$ cat config.mk
export PLATFORM = sky130hd
export DESIGN_NAME = tsc_trigger_ctrl
export DESIGN_NICKNAME = d
export VERILOG_FILES = /design/src/tsc_pkg.sv /design/src/tsc_action.sv /design/src/tsc_trigger_ctrl.sv
export VERILOG_INCLUDE_DIRS = /design/src
export SDC_FILE = /design/constraint.sdc
export NUM_CORES = 1
export LEC_CHECK = 0
export BUFFER_PORTS_ARGS = -buffer_cell sky130_fd_sc_hd__buf_2
export CAP_MARGIN = 15
export CORE_MARGIN = 4
export CORE_UTILIZATION = 50
export DETAILED_ROUTE_END_ITERATION = 10
export PLACE_DENSITY = 0.7
export SLEW_MARGIN = 20
export SYNTH_ARGS = -nofsm -noshare
export SYNTH_HDL_FRONTEND = slang
export SYNTH_SLANG_ARGS = --single-unit
$ cat constraint.sdc
create_clock -name core_clk -period 4.5 [get_ports core_clk]
set_input_delay 0 -clock core_clk [delete_from_list [all_inputs] [get_ports core_clk]]
set_output_delay 0 -clock core_clk [all_outputs]
set_load 0.01 [all_outputs]
$ cat src/tsc_defs.svh
`ifndef TSC_DEFS_SVH
`define TSC_DEFS_SVH

// ---------------------------------------------------------------------------
// Register byte offsets
// ---------------------------------------------------------------------------
`define TSC_REG_CTRL        12'h000
`define TSC_REG_STATUS      12'h004
`define TSC_REG_ACQ_CFG     12'h008
`define TSC_REG_ACQ_COUNT   12'h00c
`define TSC_REG_ACQ_DELAY   12'h010
`define TSC_REG_ACQ_PERIOD  12'h014
`define TSC_REG_TRN_CFG     12'h018
`define TSC_REG_TRN_COUNT   12'h01c
`define TSC_REG_TRN_DELAY   12'h020
`define TSC_REG_TRN_PERIOD  12'h024
`define TSC_REG_BUS_TRIG    12'h028
`define TSC_REG_AUTO_SRC    12'h02c

// ---------------------------------------------------------------------------
// Field positions
// ---------------------------------------------------------------------------
`define TSC_CTRL_START_ACQ  0
`define TSC_CTRL_START_TRN  1
`define TSC_CTRL_ABORT_ACQ  2
`define TSC_CTRL_ABORT_TRN  3
`define TSC_CFG_TYPE_LSB    0
`define TSC_CFG_SRC_LSB     4
`define TSC_CFG_INF_BIT     8
`define TSC_BUS_ACQ_BIT     0
`define TSC_BUS_TRN_BIT     1

// ---------------------------------------------------------------------------
// Limits and reset values
// ---------------------------------------------------------------------------
`define TSC_COUNT_MIN       1
`define TSC_COUNT_MAX       100000
`define TSC_COUNT_RST       17'h00001
`define TSC_DELAY_RST       32'h00000000
`define TSC_PERIOD_RST      32'h000001f4
`define TSC_AUTO_COUNT      17'h00001
`define TSC_DIO_PINS        7

`endif

$ cat src/tsc_pkg.sv
package tsc_pkg;

   typedef enum logic [1:0]
   {
      TSC_TYPE_AUTO   = 2'b00,
      TSC_TYPE_SYNC   = 2'b01,
      TSC_TYPE_TIMER  = 2'b10,
      TSC_TYPE_MANUAL = 2'b11
   } tsc_type_t;

   typedef enum logic [3:0]
   {
      TSC_SRC_AUTO  = 4'h0,
      TSC_SRC_BUS   = 4'h1,
      TSC_SRC_TIMER = 4'h2,
      TSC_SRC_INTERNAL_BUS_LINE_ONE  = 4'h3,
      TSC_SRC_INTERNAL_BUS_LINE_TWO  = 4'h4,
      TSC_SRC_LAN   = 4'h5,
      TSC_SRC_DIO1  = 4'h6,
      TSC_SRC_DIO7  = 4'hc,
      TSC_SRC_TIN   = 4'hd
   } tsc_src_t;

   typedef enum logic [1:0]
   {
      TSC_ST_IDLE  = 2'b00,
      TSC_ST_WAIT  = 2'b01,
      TSC_ST_DELAY = 2'b10,
      TSC_ST_FIRE  = 2'b11
   } tsc_state_t;

endpackage

$ cat src/tsc_action.sv
`timescale 1ns/1ns
`include "tsc_defs.svh"

module tsc_action
#(
   parameter int CNT_W = 17,
   parameter int TIM_W = 32
)
(
   input  wire logic                 core_clk,
   input  wire logic                 rst,
   input  wire logic                 start,
   input  wire logic                 abort,
   input  wire tsc_pkg::tsc_type_t   trigType,
   input  wire tsc_pkg::tsc_src_t    trigSrc,
   input  wire logic                 infiniteCount,
   input  wire logic [CNT_W-1:0]     countCfg,
   input  wire logic [TIM_W-1:0]     delayCfg,
   input  wire logic [TIM_W-1:0]     periodCfg,
   input  wire tsc_pkg::tsc_src_t    autoSrc,
   input  wire logic                 busTrig,
   input  wire logic                 internalBusLineOne,
   input  wire logic                 internalBusLineTwo,
   input  wire logic                 lanEvent,
   input  wire logic [`TSC_DIO_PINS-1:0] digitalIoPin,
   input  wire logic                 rearTriggerInput,
   output logic                      actionPulse,
   output logic                      busy,
   output logic [CNT_W-1:0]          remaining
);
   import tsc_pkg::*;

   initial
   begin
      if (CNT_W < 17 || TIM_W < 2)
         $error("tsc_action: widths too small");
   end

   tsc_state_t       state_r;
   tsc_src_t         effSrc;
   logic [TIM_W-1:0] effDelay;
   logic [CNT_W-1:0] effCount;
   logic [TIM_W-1:0] delayCnt_r;
   logic [TIM_W-1:0] periodCnt_r;
   logic             timerTick;
   logic             srcLevel;
   logic             srcLevel_r;
   logic             srcEvent;
   logic             infinite_r;
   logic [3:0]       dioIdx;

   // -------------------------------------------------------------------
   // Type presets
   // -------------------------------------------------------------------
   always_comb
   begin
      effSrc   = trigSrc;
      effDelay = delayCfg;
      effCount = countCfg;
      case (trigType)
         TSC_TYPE_AUTO:
         begin
            effSrc   = TSC_SRC_AUTO;
            effDelay = '0;
            effCount = CNT_W'(`TSC_AUTO_COUNT);
         end
         TSC_TYPE_SYNC:  effSrc = TSC_SRC_AUTO;
         TSC_TYPE_TIMER: effSrc = TSC_SRC_TIMER;
         default:        effSrc = trigSrc;
      endcase
      if (effSrc == TSC_SRC_AUTO)
         effSrc = autoSrc;
   end

   // -------------------------------------------------------------------
   // Periodic timer
   // -------------------------------------------------------------------
   always_ff @(posedge core_clk)
   begin
      if (rst || state_r == TSC_ST_IDLE || timerTick)
         periodCnt_r <= '0;
      else
         periodCnt_r <= periodCnt_r + 1'b1;
   end
   assign timerTick = (periodCnt_r + 1'b1 >= periodCfg);

   // -------------------------------------------------------------------
   // Source selection and edge detect
   // -------------------------------------------------------------------
   assign dioIdx = effSrc - TSC_SRC_DIO1;

   always_comb
   begin
      srcLevel = 1'b0;
      case (effSrc)
         TSC_SRC_BUS:   srcLevel = busTrig;
         TSC_SRC_TIMER: srcLevel = timerTick;
         TSC_SRC_INTERNAL_BUS_LINE_ONE:  srcLevel = internalBusLineOne;
         TSC_SRC_INTERNAL_BUS_LINE_TWO:  srcLevel = internalBusLineTwo;
         TSC_SRC_LAN:   srcLevel = lanEvent;
         TSC_SRC_TIN:   srcLevel = rearTriggerInput;
         default:
            if (effSrc >= TSC_SRC_DIO1 && effSrc <= TSC_SRC_DIO7)
               srcLevel = digitalIoPin[dioIdx[2:0]];
      endcase
   end

   always_ff @(posedge core_clk)
   begin
      if (rst)
         srcLevel_r <= 1'b0;
      else
         srcLevel_r <= srcLevel;
   end
   // Timer ticks are single pulses, others rising edges
   assign srcEvent = (effSrc == TSC_SRC_TIMER) ? timerTick
                   : (srcLevel && !srcLevel_r);

   // -------------------------------------------------------------------
   // Sequencer
   // -------------------------------------------------------------------
   always_ff @(posedge core_clk)
   begin
      if (rst)
      begin
         state_r    <= TSC_ST_IDLE;
         remaining  <= '0;
         delayCnt_r <= '0;
         infinite_r <= 1'b0;
      end
      else if (abort)
         state_r <= TSC_ST_IDLE;
      else
      begin
         case (state_r)
            TSC_ST_IDLE:
               if (start)
               begin
                  remaining  <= effCount;
                  infinite_r <= infiniteCount
                                && trigType != TSC_TYPE_AUTO;
                  state_r    <= TSC_ST_WAIT;
               end
            TSC_ST_WAIT:
               if (srcEvent)
               begin
                  delayCnt_r <= effDelay;
                  state_r    <= TSC_ST_DELAY;
               end
            TSC_ST_DELAY:
               if (delayCnt_r == '0)
                  state_r <= TSC_ST_FIRE;
               else
                  delayCnt_r <= delayCnt_r - 1'b1;
            TSC_ST_FIRE:
            begin
               if (!infinite_r)
                  remaining <= remaining - 1'b1;
               if (!infinite_r && remaining == CNT_W'(1))
                  state_r <= TSC_ST_IDLE;
               else
                  state_r <= TSC_ST_WAIT;
            end
            default: state_r <= TSC_ST_IDLE;
         endcase
      end
   end

   assign actionPulse = (state_r == TSC_ST_FIRE);
   assign busy        = (state_r != TSC_ST_IDLE);

endmodule // tsc_action

$ cat src/tsc_trigger_ctrl.sv
// Notes on behaviour
// Count 1 to 100000 or infinite
// Automatic type sets count itself
// Separate settings for measure and source
// Wait programmed delay after trigger event
// Timer source pulses every period
// Automatic source picks best fitting source; engines take it from autoSrc_r instead, timer after reset
// Bus command acts as trigger event
// Internal bus line one or two
// Digital I/O pin 1 to 7
// Rear trigger input source
// LAN event source
// Simplified settings override detailed configuration
// User matches source and measure counts
// Type presets for delay and source
// Count down, stop at zero unless infinite
`timescale 1ns/1ns
`include "tsc_defs.svh"

module tsc_trigger_ctrl
#(
   parameter int TIM_W = 32
)
(
   input  wire logic                     core_clk,
   input  wire logic                     rst,
   input  wire logic                     psel,
   input  wire logic                     penable,
   input  wire logic                     pwrite,
   input  wire logic [11:0]              paddr,
   input  wire logic [31:0]              pwdata,
   output logic [31:0]                   prdata,
   output logic                          pready,
   output logic                          pslverr,
   input  wire logic                     internalBusLineOne,
   input  wire logic                     internalBusLineTwo,
   input  wire logic                     lanEvent,
   input  wire logic [`TSC_DIO_PINS-1:0] digitalIoPin,
   input  wire logic                     rearTriggerInput,
   output logic                          acquireTrigger,
   output logic                          transientTrigger
);
   import tsc_pkg::*;

   localparam int CNT_W = 17;

   initial
   begin
      if (TIM_W < 2 || TIM_W > 32)
         $error("tsc_trigger_ctrl: TIM_W must be 2..32");
   end

   // -------------------------------------------------------------------
   // Configuration registers
   // -------------------------------------------------------------------
   logic [1:0]       acqType_r;
   logic [3:0]       acqSrc_r;
   logic             acqInf_r;
   logic [CNT_W-1:0] acqCount_r;
   logic [TIM_W-1:0] acqDelay_r;
   logic [TIM_W-1:0] acqPeriod_r;
   logic [1:0]       trnType_r;
   logic [3:0]       trnSrc_r;
   logic             trnInf_r;
   logic [CNT_W-1:0] trnCount_r;
   logic [TIM_W-1:0] trnDelay_r;
   logic [TIM_W-1:0] trnPeriod_r;
   logic [3:0]       autoSrc_r;
   logic [1:0]       busTrig_r;
   logic [3:0]       ctrlPulse_r;
   logic             acqBusy;
   logic             trnBusy;
   logic [CNT_W-1:0] acqRemain;
   logic [CNT_W-1:0] trnRemain;
   logic             acqFire;
   logic             trnFire;

   logic             wrEn;
   logic             rdEn;
   logic             addrOk;
   logic             badData;
   logic [CNT_W-1:0] wrCount;
   logic [31:0]      rdData;

   assign wrEn    = psel && penable && pwrite;
   assign rdEn    = psel && penable && !pwrite;
   assign wrCount = pwdata[CNT_W-1:0];
   assign pready  = 1'b1;

   // -------------------------------------------------------------------
   // Address decode
   // -------------------------------------------------------------------
   always_comb
   begin
      addrOk = 1'b1;
      if (paddr == `TSC_REG_CTRL)            addrOk = 1'b1;
      else if (paddr == `TSC_REG_STATUS)     addrOk = 1'b1;
      else if (paddr == `TSC_REG_ACQ_CFG)    addrOk = 1'b1;
      else if (paddr == `TSC_REG_ACQ_COUNT)  addrOk = 1'b1;
      else if (paddr == `TSC_REG_ACQ_DELAY)  addrOk = 1'b1;
      else if (paddr == `TSC_REG_ACQ_PERIOD) addrOk = 1'b1;
      else if (paddr == `TSC_REG_TRN_CFG)    addrOk = 1'b1;
      else if (paddr == `TSC_REG_TRN_COUNT)  addrOk = 1'b1;
      else if (paddr == `TSC_REG_TRN_DELAY)  addrOk = 1'b1;
      else if (paddr == `TSC_REG_TRN_PERIOD) addrOk = 1'b1;
      else if (paddr == `TSC_REG_BUS_TRIG)   addrOk = 1'b1;
      else if (paddr == `TSC_REG_AUTO_SRC)   addrOk = 1'b1;
      else                                   addrOk = 1'b0;
   end

   // Out-of-range counts are refused, register keeps old value
   always_comb
   begin
      badData = 1'b0;
      if ((paddr == `TSC_REG_ACQ_COUNT || paddr == `TSC_REG_TRN_COUNT)
          && (pwdata < 32'(`TSC_COUNT_MIN)
              || pwdata > 32'(`TSC_COUNT_MAX)))
         badData = 1'b1;
   end

   assign pslverr = psel && penable && (!addrOk || (pwrite && badData));

   // -------------------------------------------------------------------
   // Measurement action settings
   // -------------------------------------------------------------------
   always_ff @(posedge core_clk)
   begin
      if (rst)
      begin
         acqType_r   <= TSC_TYPE_AUTO;
         acqSrc_r    <= TSC_SRC_AUTO;
         acqInf_r    <= 1'b0;
         acqCount_r  <= `TSC_COUNT_RST;
         acqDelay_r  <= TIM_W'(`TSC_DELAY_RST);
         acqPeriod_r <= TIM_W'(`TSC_PERIOD_RST);
      end
      else if (wrEn && !badData)
      begin
         if (paddr == `TSC_REG_ACQ_CFG)
         begin
            acqType_r <= pwdata[`TSC_CFG_TYPE_LSB +: 2];
            acqSrc_r  <= pwdata[`TSC_CFG_SRC_LSB +: 4];
            acqInf_r  <= pwdata[`TSC_CFG_INF_BIT];
         end
         else if (paddr == `TSC_REG_ACQ_COUNT)  acqCount_r  <= wrCount;
         else if (paddr == `TSC_REG_ACQ_DELAY)  acqDelay_r  <= pwdata[TIM_W-1:0];
         else if (paddr == `TSC_REG_ACQ_PERIOD) acqPeriod_r <= pwdata[TIM_W-1:0];
      end
   end

   // -------------------------------------------------------------------
   // Source-output action settings
   // -------------------------------------------------------------------
   always_ff @(posedge core_clk)
   begin
      if (rst)
      begin
         trnType_r   <= TSC_TYPE_AUTO;
         trnSrc_r    <= TSC_SRC_AUTO;
         trnInf_r    <= 1'b0;
         trnCount_r  <= `TSC_COUNT_RST;
         trnDelay_r  <= TIM_W'(`TSC_DELAY_RST);
         trnPeriod_r <= TIM_W'(`TSC_PERIOD_RST);
      end
      else if (wrEn && !badData)
      begin
         if (paddr == `TSC_REG_TRN_CFG)
         begin
            trnType_r <= pwdata[`TSC_CFG_TYPE_LSB +: 2];
            trnSrc_r  <= pwdata[`TSC_CFG_SRC_LSB +: 4];
            trnInf_r  <= pwdata[`TSC_CFG_INF_BIT];
         end
         else if (paddr == `TSC_REG_TRN_COUNT)  trnCount_r  <= wrCount;
         else if (paddr == `TSC_REG_TRN_DELAY)  trnDelay_r  <= pwdata[TIM_W-1:0];
         else if (paddr == `TSC_REG_TRN_PERIOD) trnPeriod_r <= pwdata[TIM_W-1:0];
      end
   end

   // -------------------------------------------------------------------
   // Auto-source choice, command pulses
   // -------------------------------------------------------------------
   always_ff @(posedge core_clk)
   begin
      if (rst)
         autoSrc_r <= TSC_SRC_TIMER;
      else if (wrEn && paddr == `TSC_REG_AUTO_SRC)
         autoSrc_r <= pwdata[3:0];
   end

   always_ff @(posedge core_clk)
   begin
      if (rst)
      begin
         busTrig_r   <= 2'h0;
         ctrlPulse_r <= 4'h0;
      end
      else
      begin
         busTrig_r   <= 2'h0;
         ctrlPulse_r <= 4'h0;
         if (wrEn && paddr == `TSC_REG_BUS_TRIG)
            busTrig_r <= pwdata[1:0];
         if (wrEn && paddr == `TSC_REG_CTRL)
            ctrlPulse_r <= pwdata[3:0];
      end
   end

   // -------------------------------------------------------------------
   // Read data
   // -------------------------------------------------------------------
   always_comb
   begin
      rdData = 32'h0;
      if (paddr == `TSC_REG_STATUS)
         rdData = {30'h0, trnBusy, acqBusy};
      else if (paddr == `TSC_REG_ACQ_CFG)
         rdData = {23'h0, acqInf_r, acqSrc_r, 2'h0, acqType_r};
      else if (paddr == `TSC_REG_ACQ_COUNT)
         rdData = 32'(acqCount_r);
      else if (paddr == `TSC_REG_ACQ_DELAY)
         rdData = 32'(acqDelay_r);
      else if (paddr == `TSC_REG_ACQ_PERIOD)
         rdData = 32'(acqPeriod_r);
      else if (paddr == `TSC_REG_TRN_CFG)
         rdData = {23'h0, trnInf_r, trnSrc_r, 2'h0, trnType_r};
      else if (paddr == `TSC_REG_TRN_COUNT)
         rdData = 32'(trnCount_r);
      else if (paddr == `TSC_REG_TRN_DELAY)
         rdData = 32'(trnDelay_r);
      else if (paddr == `TSC_REG_TRN_PERIOD)
         rdData = 32'(trnPeriod_r);
      else if (paddr == `TSC_REG_AUTO_SRC)
         rdData = {28'h0, autoSrc_r};
   end

   always_ff @(posedge core_clk)
   begin
      if (rst)
         prdata <= 32'h0;
      else if (psel && !penable && !pwrite)
         prdata <= rdData;
   end

   // -------------------------------------------------------------------
   // Action engines
   // -------------------------------------------------------------------
   // Type presets inside the engines override the detailed settings
   tsc_action #(.CNT_W(CNT_W), .TIM_W(TIM_W)) acqEngine
   (
      .core_clk           (core_clk),
      .rst                (rst),
      .start              (ctrlPulse_r[`TSC_CTRL_START_ACQ]),
      .abort              (ctrlPulse_r[`TSC_CTRL_ABORT_ACQ]),
      .trigType           (tsc_type_t'(acqType_r)),
      .trigSrc            (tsc_src_t'(acqSrc_r)),
      .infiniteCount      (acqInf_r),
      .countCfg           (acqCount_r),
      .delayCfg           (acqDelay_r),
      .periodCfg          (acqPeriod_r),
      .autoSrc            (tsc_src_t'(autoSrc_r)),
      .busTrig            (busTrig_r[`TSC_BUS_ACQ_BIT]),
      .internalBusLineOne (internalBusLineOne),
      .internalBusLineTwo (internalBusLineTwo),
      .lanEvent           (lanEvent),
      .digitalIoPin       (digitalIoPin),
      .rearTriggerInput   (rearTriggerInput),
      .actionPulse        (acqFire),
      .busy               (acqBusy),
      .remaining          (acqRemain)
   );

   tsc_action #(.CNT_W(CNT_W), .TIM_W(TIM_W)) trnEngine
   (
      .core_clk           (core_clk),
      .rst                (rst),
      .start              (ctrlPulse_r[`TSC_CTRL_START_TRN]),
      .abort              (ctrlPulse_r[`TSC_CTRL_ABORT_TRN]),
      .trigType           (tsc_type_t'(trnType_r)),
      .trigSrc            (tsc_src_t'(trnSrc_r)),
      .infiniteCount      (trnInf_r),
      .countCfg           (trnCount_r),
      .delayCfg           (trnDelay_r),
      .periodCfg          (trnPeriod_r),
      .autoSrc            (tsc_src_t'(autoSrc_r)),
      .busTrig            (busTrig_r[`TSC_BUS_TRN_BIT]),
      .internalBusLineOne (internalBusLineOne),
      .internalBusLineTwo (internalBusLineTwo),
      .lanEvent           (lanEvent),
      .digitalIoPin       (digitalIoPin),
      .rearTriggerInput   (rearTriggerInput),
      .actionPulse        (trnFire),
      .busy               (trnBusy),
      .remaining          (trnRemain)
   );

   always_ff @(posedge core_clk)
   begin
      if (rst)
      begin
         acquireTrigger   <= 1'b0;
         transientTrigger <= 1'b0;
      end
      else
      begin
         acquireTrigger   <= acqFire;
         transientTrigger <= trnFire;
      end
   end

endmodule // tsc_trigger_ctrl

==> impl_metrics.tcl, run 1 <==
set metrics [dict create \
    worst_setup_hold_path_clk_slew_ps 60 \
    synth_edf_count 0 \
    ys_async_sr_fraction 0 \
    multi_input_comb_area_um2 12100 \
    dr_total_vias 19900 \
    synth_xor_xnor_area_share 0.0349 \
    post_synth_num_cell_types 85 \
    route.met2.wl_um 30900 \
    start_kind "flip-flop" \
    fill_cells 3627 \
    die_y_um 212 \
    cp_data_required_time_ps 4990 \
    powerDensity_nw_per_um2 349 \
    fin_nets 2751 \
    synth_adder_area_share 0.0499 \
    met3WireLength_um 6590 \
    grt_antenna_before_repair 1 \
    detail_route.iter0.violations 2467 \
    first_global_vias 18700 \
    clockRootBuffer "clkbuf_16" \
    wirelength_um 68600 \
    cts_buffers 43 \
    maximum_operating_frequency_mhz 231 \
    final_util 0.585 \
    synth_compound_gate_area_share 0.199 \
    via_per_inst 6.26 \
    syn-num-nets 2647 \
    synth.avg_cell_area_um2 8.31 \
    yosysSeqAreaShare 0.375 \
    maxCapViolCount 0 \
    fp-row-count 74 \
    rsz0062_at_grt "yes" \
    worst_pin_slew_ps 1070 \
    avgRoutedWirePerCell_um 21.6 \
    drc_violations_left 0 \
    outcome "finished clean" \
    placeableCoreArea_um2 41000 \
    place_area_um2 22000 \
    post_dp_hpwl_um 48800 \
    final_min_period_over_clock_period 0.963 \
    first_pass_grt_wire_length_um 106000 \
    clock_skew_ps 25.7 \
    grt_overflow_total 0 \
    antennaDiodeCount 0 \
    synth_warnings 0 \
    gp_routability_congestion 0.961 \
    ir_drop_mv 0.314 \
    drt-pass1-iter-count 9 \
    min-delay-path-class "primary input to flip-flop" \
    drt.antenna.violating_nets 0 \
    storage_cell_area_um2 7810 \
    postSynth.topFlopCell "dfxtp_1" \
    pin_count_of_the_biggest_net_entering_global_routing 106 \
    report.final.slew_viol_count 0 \
    met1_length_um 28900 \
    numClockSinks 390 \
    timing.critical_path.fanout_max 11 \
    synth_seq_cells 390 \
    synth.mux.area_fraction 0.0860 \
    clock_path_buffers 3 \
    layout-area-overhead-vs-synth_pct 15.4 \
    drive_above_1_share 0.113 \
    area_fraction_in_and_or_nand_and_nor_cells_after_synthesis 0.205 \
    final_hold_viol_count 0 \
    setup_viol 0 \
    die_area_um2 44900 \
    timing.critical_path.to_type "flip-flop" \
    grtUsageTotal 0.294 \
    critical_path_arrival_ps 4820 \
    highest-signal-layer "met5" \
    clock_latency_ps 580 \
    post-route-min-period_ps 4340 \
    floorplan.initialDensity 0.507 \
    synth.cell_area_um2 20800 \
    htree_num_levels 2 \
    postSynthCellCount 2504 \
    synth_top_family_by_area "simple AND/OR/NAND/NOR gates" \
    io_port_bufs 94 \
    ios 96 \
    cts_tree "yes" \
    stdcell_area_um2 24000 \
    slew_headroom 0.289 \
    timing_worst_setup_path_type "flip-flop to flip-flop" \
    floorplan.die.width_um 212 \
    power_leakage_nw 9.13 \
]
==> synthesized netlist by cell type, types with 17 or more instances <==
| cell | n | area, um2 |
|---|---|---|
| a211oi_1 | 36 | 270 |
| a21oi_1 | 182 | 911 |
| a222oi_1 | 36 | 360 |
| a22oi_1 | 37 | 278 |
| a31oi_1 | 30 | 188 |
| and2_1 | 17 | 106 |
| and3_1 | 76 | 475 |
| buf_2 | 22 | 110 |
| clkbuf_1 | 129 | 484 |
| dfxtp_1 | 390 | 7810 |
| ha_1 | 83 | 1040 |
| inv_1 | 110 | 413 |
| mux2i_1 | 173 | 1730 |
| nand2_1 | 187 | 702 |
| nand3_1 | 47 | 235 |
| nand4_1 | 27 | 169 |
| nor2_1 | 340 | 1280 |
| nor2b_1 | 39 | 244 |
| nor3_1 | 59 | 295 |
| nor4_1 | 36 | 225 |
| o211ai_1 | 38 | 285 |
| o21ai_0 | 73 | 365 |
| o22ai_1 | 19 | 119 |
| xnor2_1 | 45 | 394 |
| xor2_1 | 38 | 333 |
==> metal layers <==
layer / GRT usage / vias up
met2: 0.466 / 911
met4: 0.0865 / 2
li1: - / 9322
met5: 0 / -
met1: 0.407 / 9488
met3: 0.0602 / 142
==> layout make-up <==
cell class / count / share of cell area
Tap cell: 532 / 0.0277
Sequential cell: 390 / 0.325
Multi-Input combinational cell: 1845 / 0.505
Clock buffer: 62 / 0.0524
Clock inverter: 14 / 0.00678
Inverter: 112 / 0.0175
Timing Repair Buffer: 216 / 0.0649
==> flip-flops by register name, summed over array words and instances, names as in the netlist, 32 cells and up <==
name and count:
acqDelay_r 32, acqEngine.delayCnt_r 32, acqEngine.periodCnt_r 32, acqPeriod_r 32
prdata 32, trnDelay_r 32, trnEngine.delayCnt_r 32, trnEngine.periodCnt_r 32
trnPeriod_r 32
==> critical path, stage by stage (launching register included) <==
cell and delay [ps]:
dfxtp_1 360, and4_4 260, nand4_1 140, nor4_2 280, buf_4 170, nand2_1 100
or3_1 380, xnor2_1 150, ha_1 300, nand4_1 100, or4_4 570, a2111oi_4 200
a21boi_2 250, o311a_1 240, a21o_4 150, buf_12 150, nand2_1 150, o31ai_1 310
==> power by group <==
group	total, mW	switching, mW	internal (mW)
Combinational	1.23	0.816	0.410
Sequential	3.57	0.0672	3.51
Clock	3.58	1.46	2.11
==> what timing repair did <==
action                     4_1_cts  5_1_grt
pin swaps                        2       12
cloned                           0        2
setup endpoints to repair       32       67
buffers inserted                 1        2
resized for setup                5       33
hold endpoints to repair       202        0
hold buffers                    39        0
==> path summary, 6_finish.rpt <==
kind,startpoint,endpoint,slack (ps),cells after the start
worst min-delay path,penable,busTrig_r[1]$_SDFF_PP0_,40,4
worst max-delay path,trnEngine.periodCnt_r[10]$_SDFF_PP0_,trnEngine.delayCnt_r[17]$_SDFFE_PP0P_,160,17
worst max register to register,trnEngine.periodCnt_r[10]$_SDFF_PP0_,trnEngine.delayCnt_r[17]$_SDFFE_PP0P_,160,17
worst min register to register,prdata[5]$_SDFFE_PP0P_,prdata[5]$_SDFFE_PP0P_,450,2
==> cells by family after synthesis <==
group,count (synthesis)
AOI/OAI and AO/OA,604
xor gates and xnor gates,83
adders and majority gates,83
buffers and inverters,269
DFF,390
muxes,177
other,1
and+or+nand+nor,897
==> cells in the final DEF (no fill, tap or decap), types with 11 or more instances in the layout <==
cell type,count
buf_2,93
dlygate4sd3_1,39
nand2_1,187
buf_4,76
a32oi_1,13
nand3_1,46
a222oi_1,36
a22oi_1,37
nor2b_1,39
o32ai_1,11
nor2_1,332
a311oi_1,11
or3_1,13
nand4_1,27
nor3_1,55
o21ai_0,70
ha_1,83
and3_1,75
mux2i_1,173
dfxtp_1,387
o22ai_1,19
inv_1,110
a211oi_1,35
xnor2_1,42
o311ai_0,16
nor4_1,31
a31oi_1,30
and2_1,17
clkbuf_16,45
o211ai_1,38
a21oi_1,182
xor2_1,38
==> through the flow <==
step | hold WS, ps | setup TNS (ps) | cells | power (mW) | worst slack (ps)
floorplan | 147 | 0 | 2504 | 4.44 | 132
global placement | 328 | -30.6 | 3051 | 4.79 | -7.90
detailed placement | 341 | -4300 | 3051 | 4.81 | -214
CTS | 11.3 | 0 | 3167 | 8.39 | 12.2
global route | 80.7 | -154 | 3171 | 8.69 | -32.5
finish | 40.0 | 0 | 3171 | 8.38 | 165
(Power assumes the default switching activity.)
==> run 2: changes to the inputs <==
--- a/config.mk
+++ b/config.mk
@@ -9,9 +9,8 @@
 export BUFFER_PORTS_ARGS = -buffer_cell sky130_fd_sc_hd__buf_2
 export CAP_MARGIN = 15
 export CORE_MARGIN = 4
-export CORE_UTILIZATION = 50
+export CORE_UTILIZATION = 25
 export DETAILED_ROUTE_END_ITERATION = 10
-export PLACE_DENSITY = 0.7
 export SLEW_MARGIN = 20
 export SYNTH_ARGS = -nofsm -noshare
 export SYNTH_HDL_FRONTEND = slang
==> impl_metrics.tcl, run 2 (synthesis gave the netlist of run 1 again) <==
set metrics [dict create \
    outcome "finished clean" \
    post-route-min-period_ps 4260 \
    r2r-end "trnEngine.delayCnt_r[9]$_SDFFE_PP0P_" \
    min-delay-path-class "primary input to flip-flop" \
    floorplan.initialDensity 0.253 \
    floorplan.die.width_um 296 \
    fp-row-count 105 \
    setup.reg_to_reg.worst_slack_ps 240 \
    timing_worst_setup_path_type "flip-flop to flip-flop" \
    cts_buffers 42 \
    critical_path_arrival_ps 4730 \
    drc_violations_left 0 \
    final_hold_viol_count 0 \
    start_kind "flip-flop" \
    placeableCoreArea_um2 82200 \
    ir_drop_mv 0.251 \
    clock_latency_ps 580 \
    gp_routability_congestion 0.930 \
    worst_pin_slew_ps 1130 \
    first_global_vias 18100 \
    drt-pass1-iter-count 7 \
    layout-area-overhead-vs-synth_pct 19.0 \
    maximum_operating_frequency_mhz 235 \
    wirelength_um 72500 \
    io_port_bufs 94 \
    grt_overflow_total 0 \
    powerDensity_nw_per_um2 345 \
    pre_cts_setup_slack_ps -108 \
    post_dp_hpwl_um 52400 \
    drive_above_1_share 0.116 \
    place_area_um2 22700 \
    totalNegativeSetupSlack_ps 0 \
    timing.critical_path.fanout_max 10 \
    detail_route.iter0.violations 1984 \
    report.final.slew_viol_count 0 \
    clock_path_buffers 3 \
    crit_end "trnEngine.delayCnt_r[9]$_SDFFE_PP0P_" \
    grtUsageTotal 0.160 \
    final_util 0.301 \
    htree_num_levels 2 \
    numClockSinks 390 \
    avgRoutedWirePerCell_um 19.5 \
    dr_total_vias 19500 \
    layout.cells.most_common "dfxtp_1" \
    final_critical_path_setup_slack_ps 239 \
    timing.critical_path.to_type "flip-flop" \
    stdcell_area_um2 24800 \
    setup_viol 0 \
    die_y_um 296 \
    layout_common_cells "386 x dfxtp_1, 332 x nor2_1, 186 x nand2_1, 181 x a21oi_1, 173 x mux2i_1" \
    r2r.worst_path.cells 17 \
    cp_data_required_time_ps 4970 \
    worst_setup_path_startpoint "trnEngine.periodCnt_r[7]$_SDFF_PP0_" \
    slew_headroom 0.244 \
    first_pass_grt_wire_length_um 110000 \
    cts_tree "yes" \
    post-layout-total-power_mw 8.55 \
    die_area_um2 87900 \
    drt.antenna.violating_nets 0 \
    regToRegStartpoint "trnEngine.periodCnt_r[7]$_SDFF_PP0_" \
    via_per_inst 5.24 \
    power_leakage_nw 9.19 \
    clock_skew_ps 13.1 \
    pin_count_of_the_biggest_net_entering_global_routing 90 \
    clockRootBuffer "clkbuf_16" \
    fin_nets 2753 \
    grt_antenna_before_repair 5 \
    maxCapViolCount 0 \
    ios 96 \
    worst_setup_hold_path_clk_slew_ps 60 \
    final_min_period_over_clock_period 0.947 \
]
[run 2: layout make-up]
class                   count  area (um2)
diodes                      3        7.51
clock buffers              58        1230
flip-flops and latches    390        7810
fillers                  8753       57500
clock inverters            17         216
multi-input cells        1845       12100
repair buffers            219        1580
inverters                 112         420
well taps                1070        1340
[run 2: per-stage QoR]
stage,hold WS (ps),cells
after CTS,20.4,3704
final,82.5,3714
after global placement,343,3591
after floorplan,147,2504
after detailed placement,349,3591
after global routing,89.3,3714
[run 2: timing repair]
| item | CTS | global route |
|---|---|---|
| hold buffers | 38 | 0 |
| pin swaps | 0 | 16 |
| endpoints found under the setup margin | 31 | 65 |
| endpoints found under the hold margin | 205 | 0 |
| setup buffers | 0 | 7 |
| gates resized for setup | 4 | 34 |
[run 2: worst max-delay path, cell delays in order, from the launching register on]
cell	delay (ps)
dfxtp_1	340
and4_4	250
nand4_1	160
nor4_2	290
nand2_1	150
or3_1	380
xnor2_1	150
ha_1	300
nand4_1	140
or4_4	590
a2111oi_4	190
a21boi_2	240
o311a_1	230
a21o_1	130
buf_6	150
nand3_1	130
buf_6	200
o32ai_1	130
[run 2: worst min-delay path by stage]
stage / startpoint / to / slack (ps) / depth (start not counted)
2_1_floorplan: pwdata[0] / acqDelay_r[0]$_SDFFE_PP0P_ / 150 / 2
5_1_grt: paddr[3] / busTrig_r[0]$_SDFF_PP0_ / 90 / 4
3_5_place_dp: pwdata[26] / acqDelay_r[26]$_SDFFE_PP0P_ / 350 / 3
6_report: paddr[3] / busTrig_r[1]$_SDFF_PP0_ / 80 / 4
3_3_place_gp: pwdata[26] / trnPeriod_r[26]$_SDFFE_PP0P_ / 340 / 3
4_1_cts: paddr[3] / busTrig_r[1]$_SDFF_PP0_ / 20 / 4
[run 2: power by group]
part | leakage (nW) | switching [mW] | internal, mW
clock network | 0.720 | 1.49 | 2.21
logic | 5.33 | 0.859 | 0.423
registers | 3.14 | 0.0658 | 3.51
total | 9.19 | 2.41 | 6.13
[run 2: metal layers]
layer  vias to the layer above  part of all wire  track usage
met5                         -           0.00037            0
met4                         4             0.031       0.0533
met3                       119             0.074       0.0287
met2                       695              0.45        0.252
met1                      9306              0.44        0.221
li1                       9348                 -            -
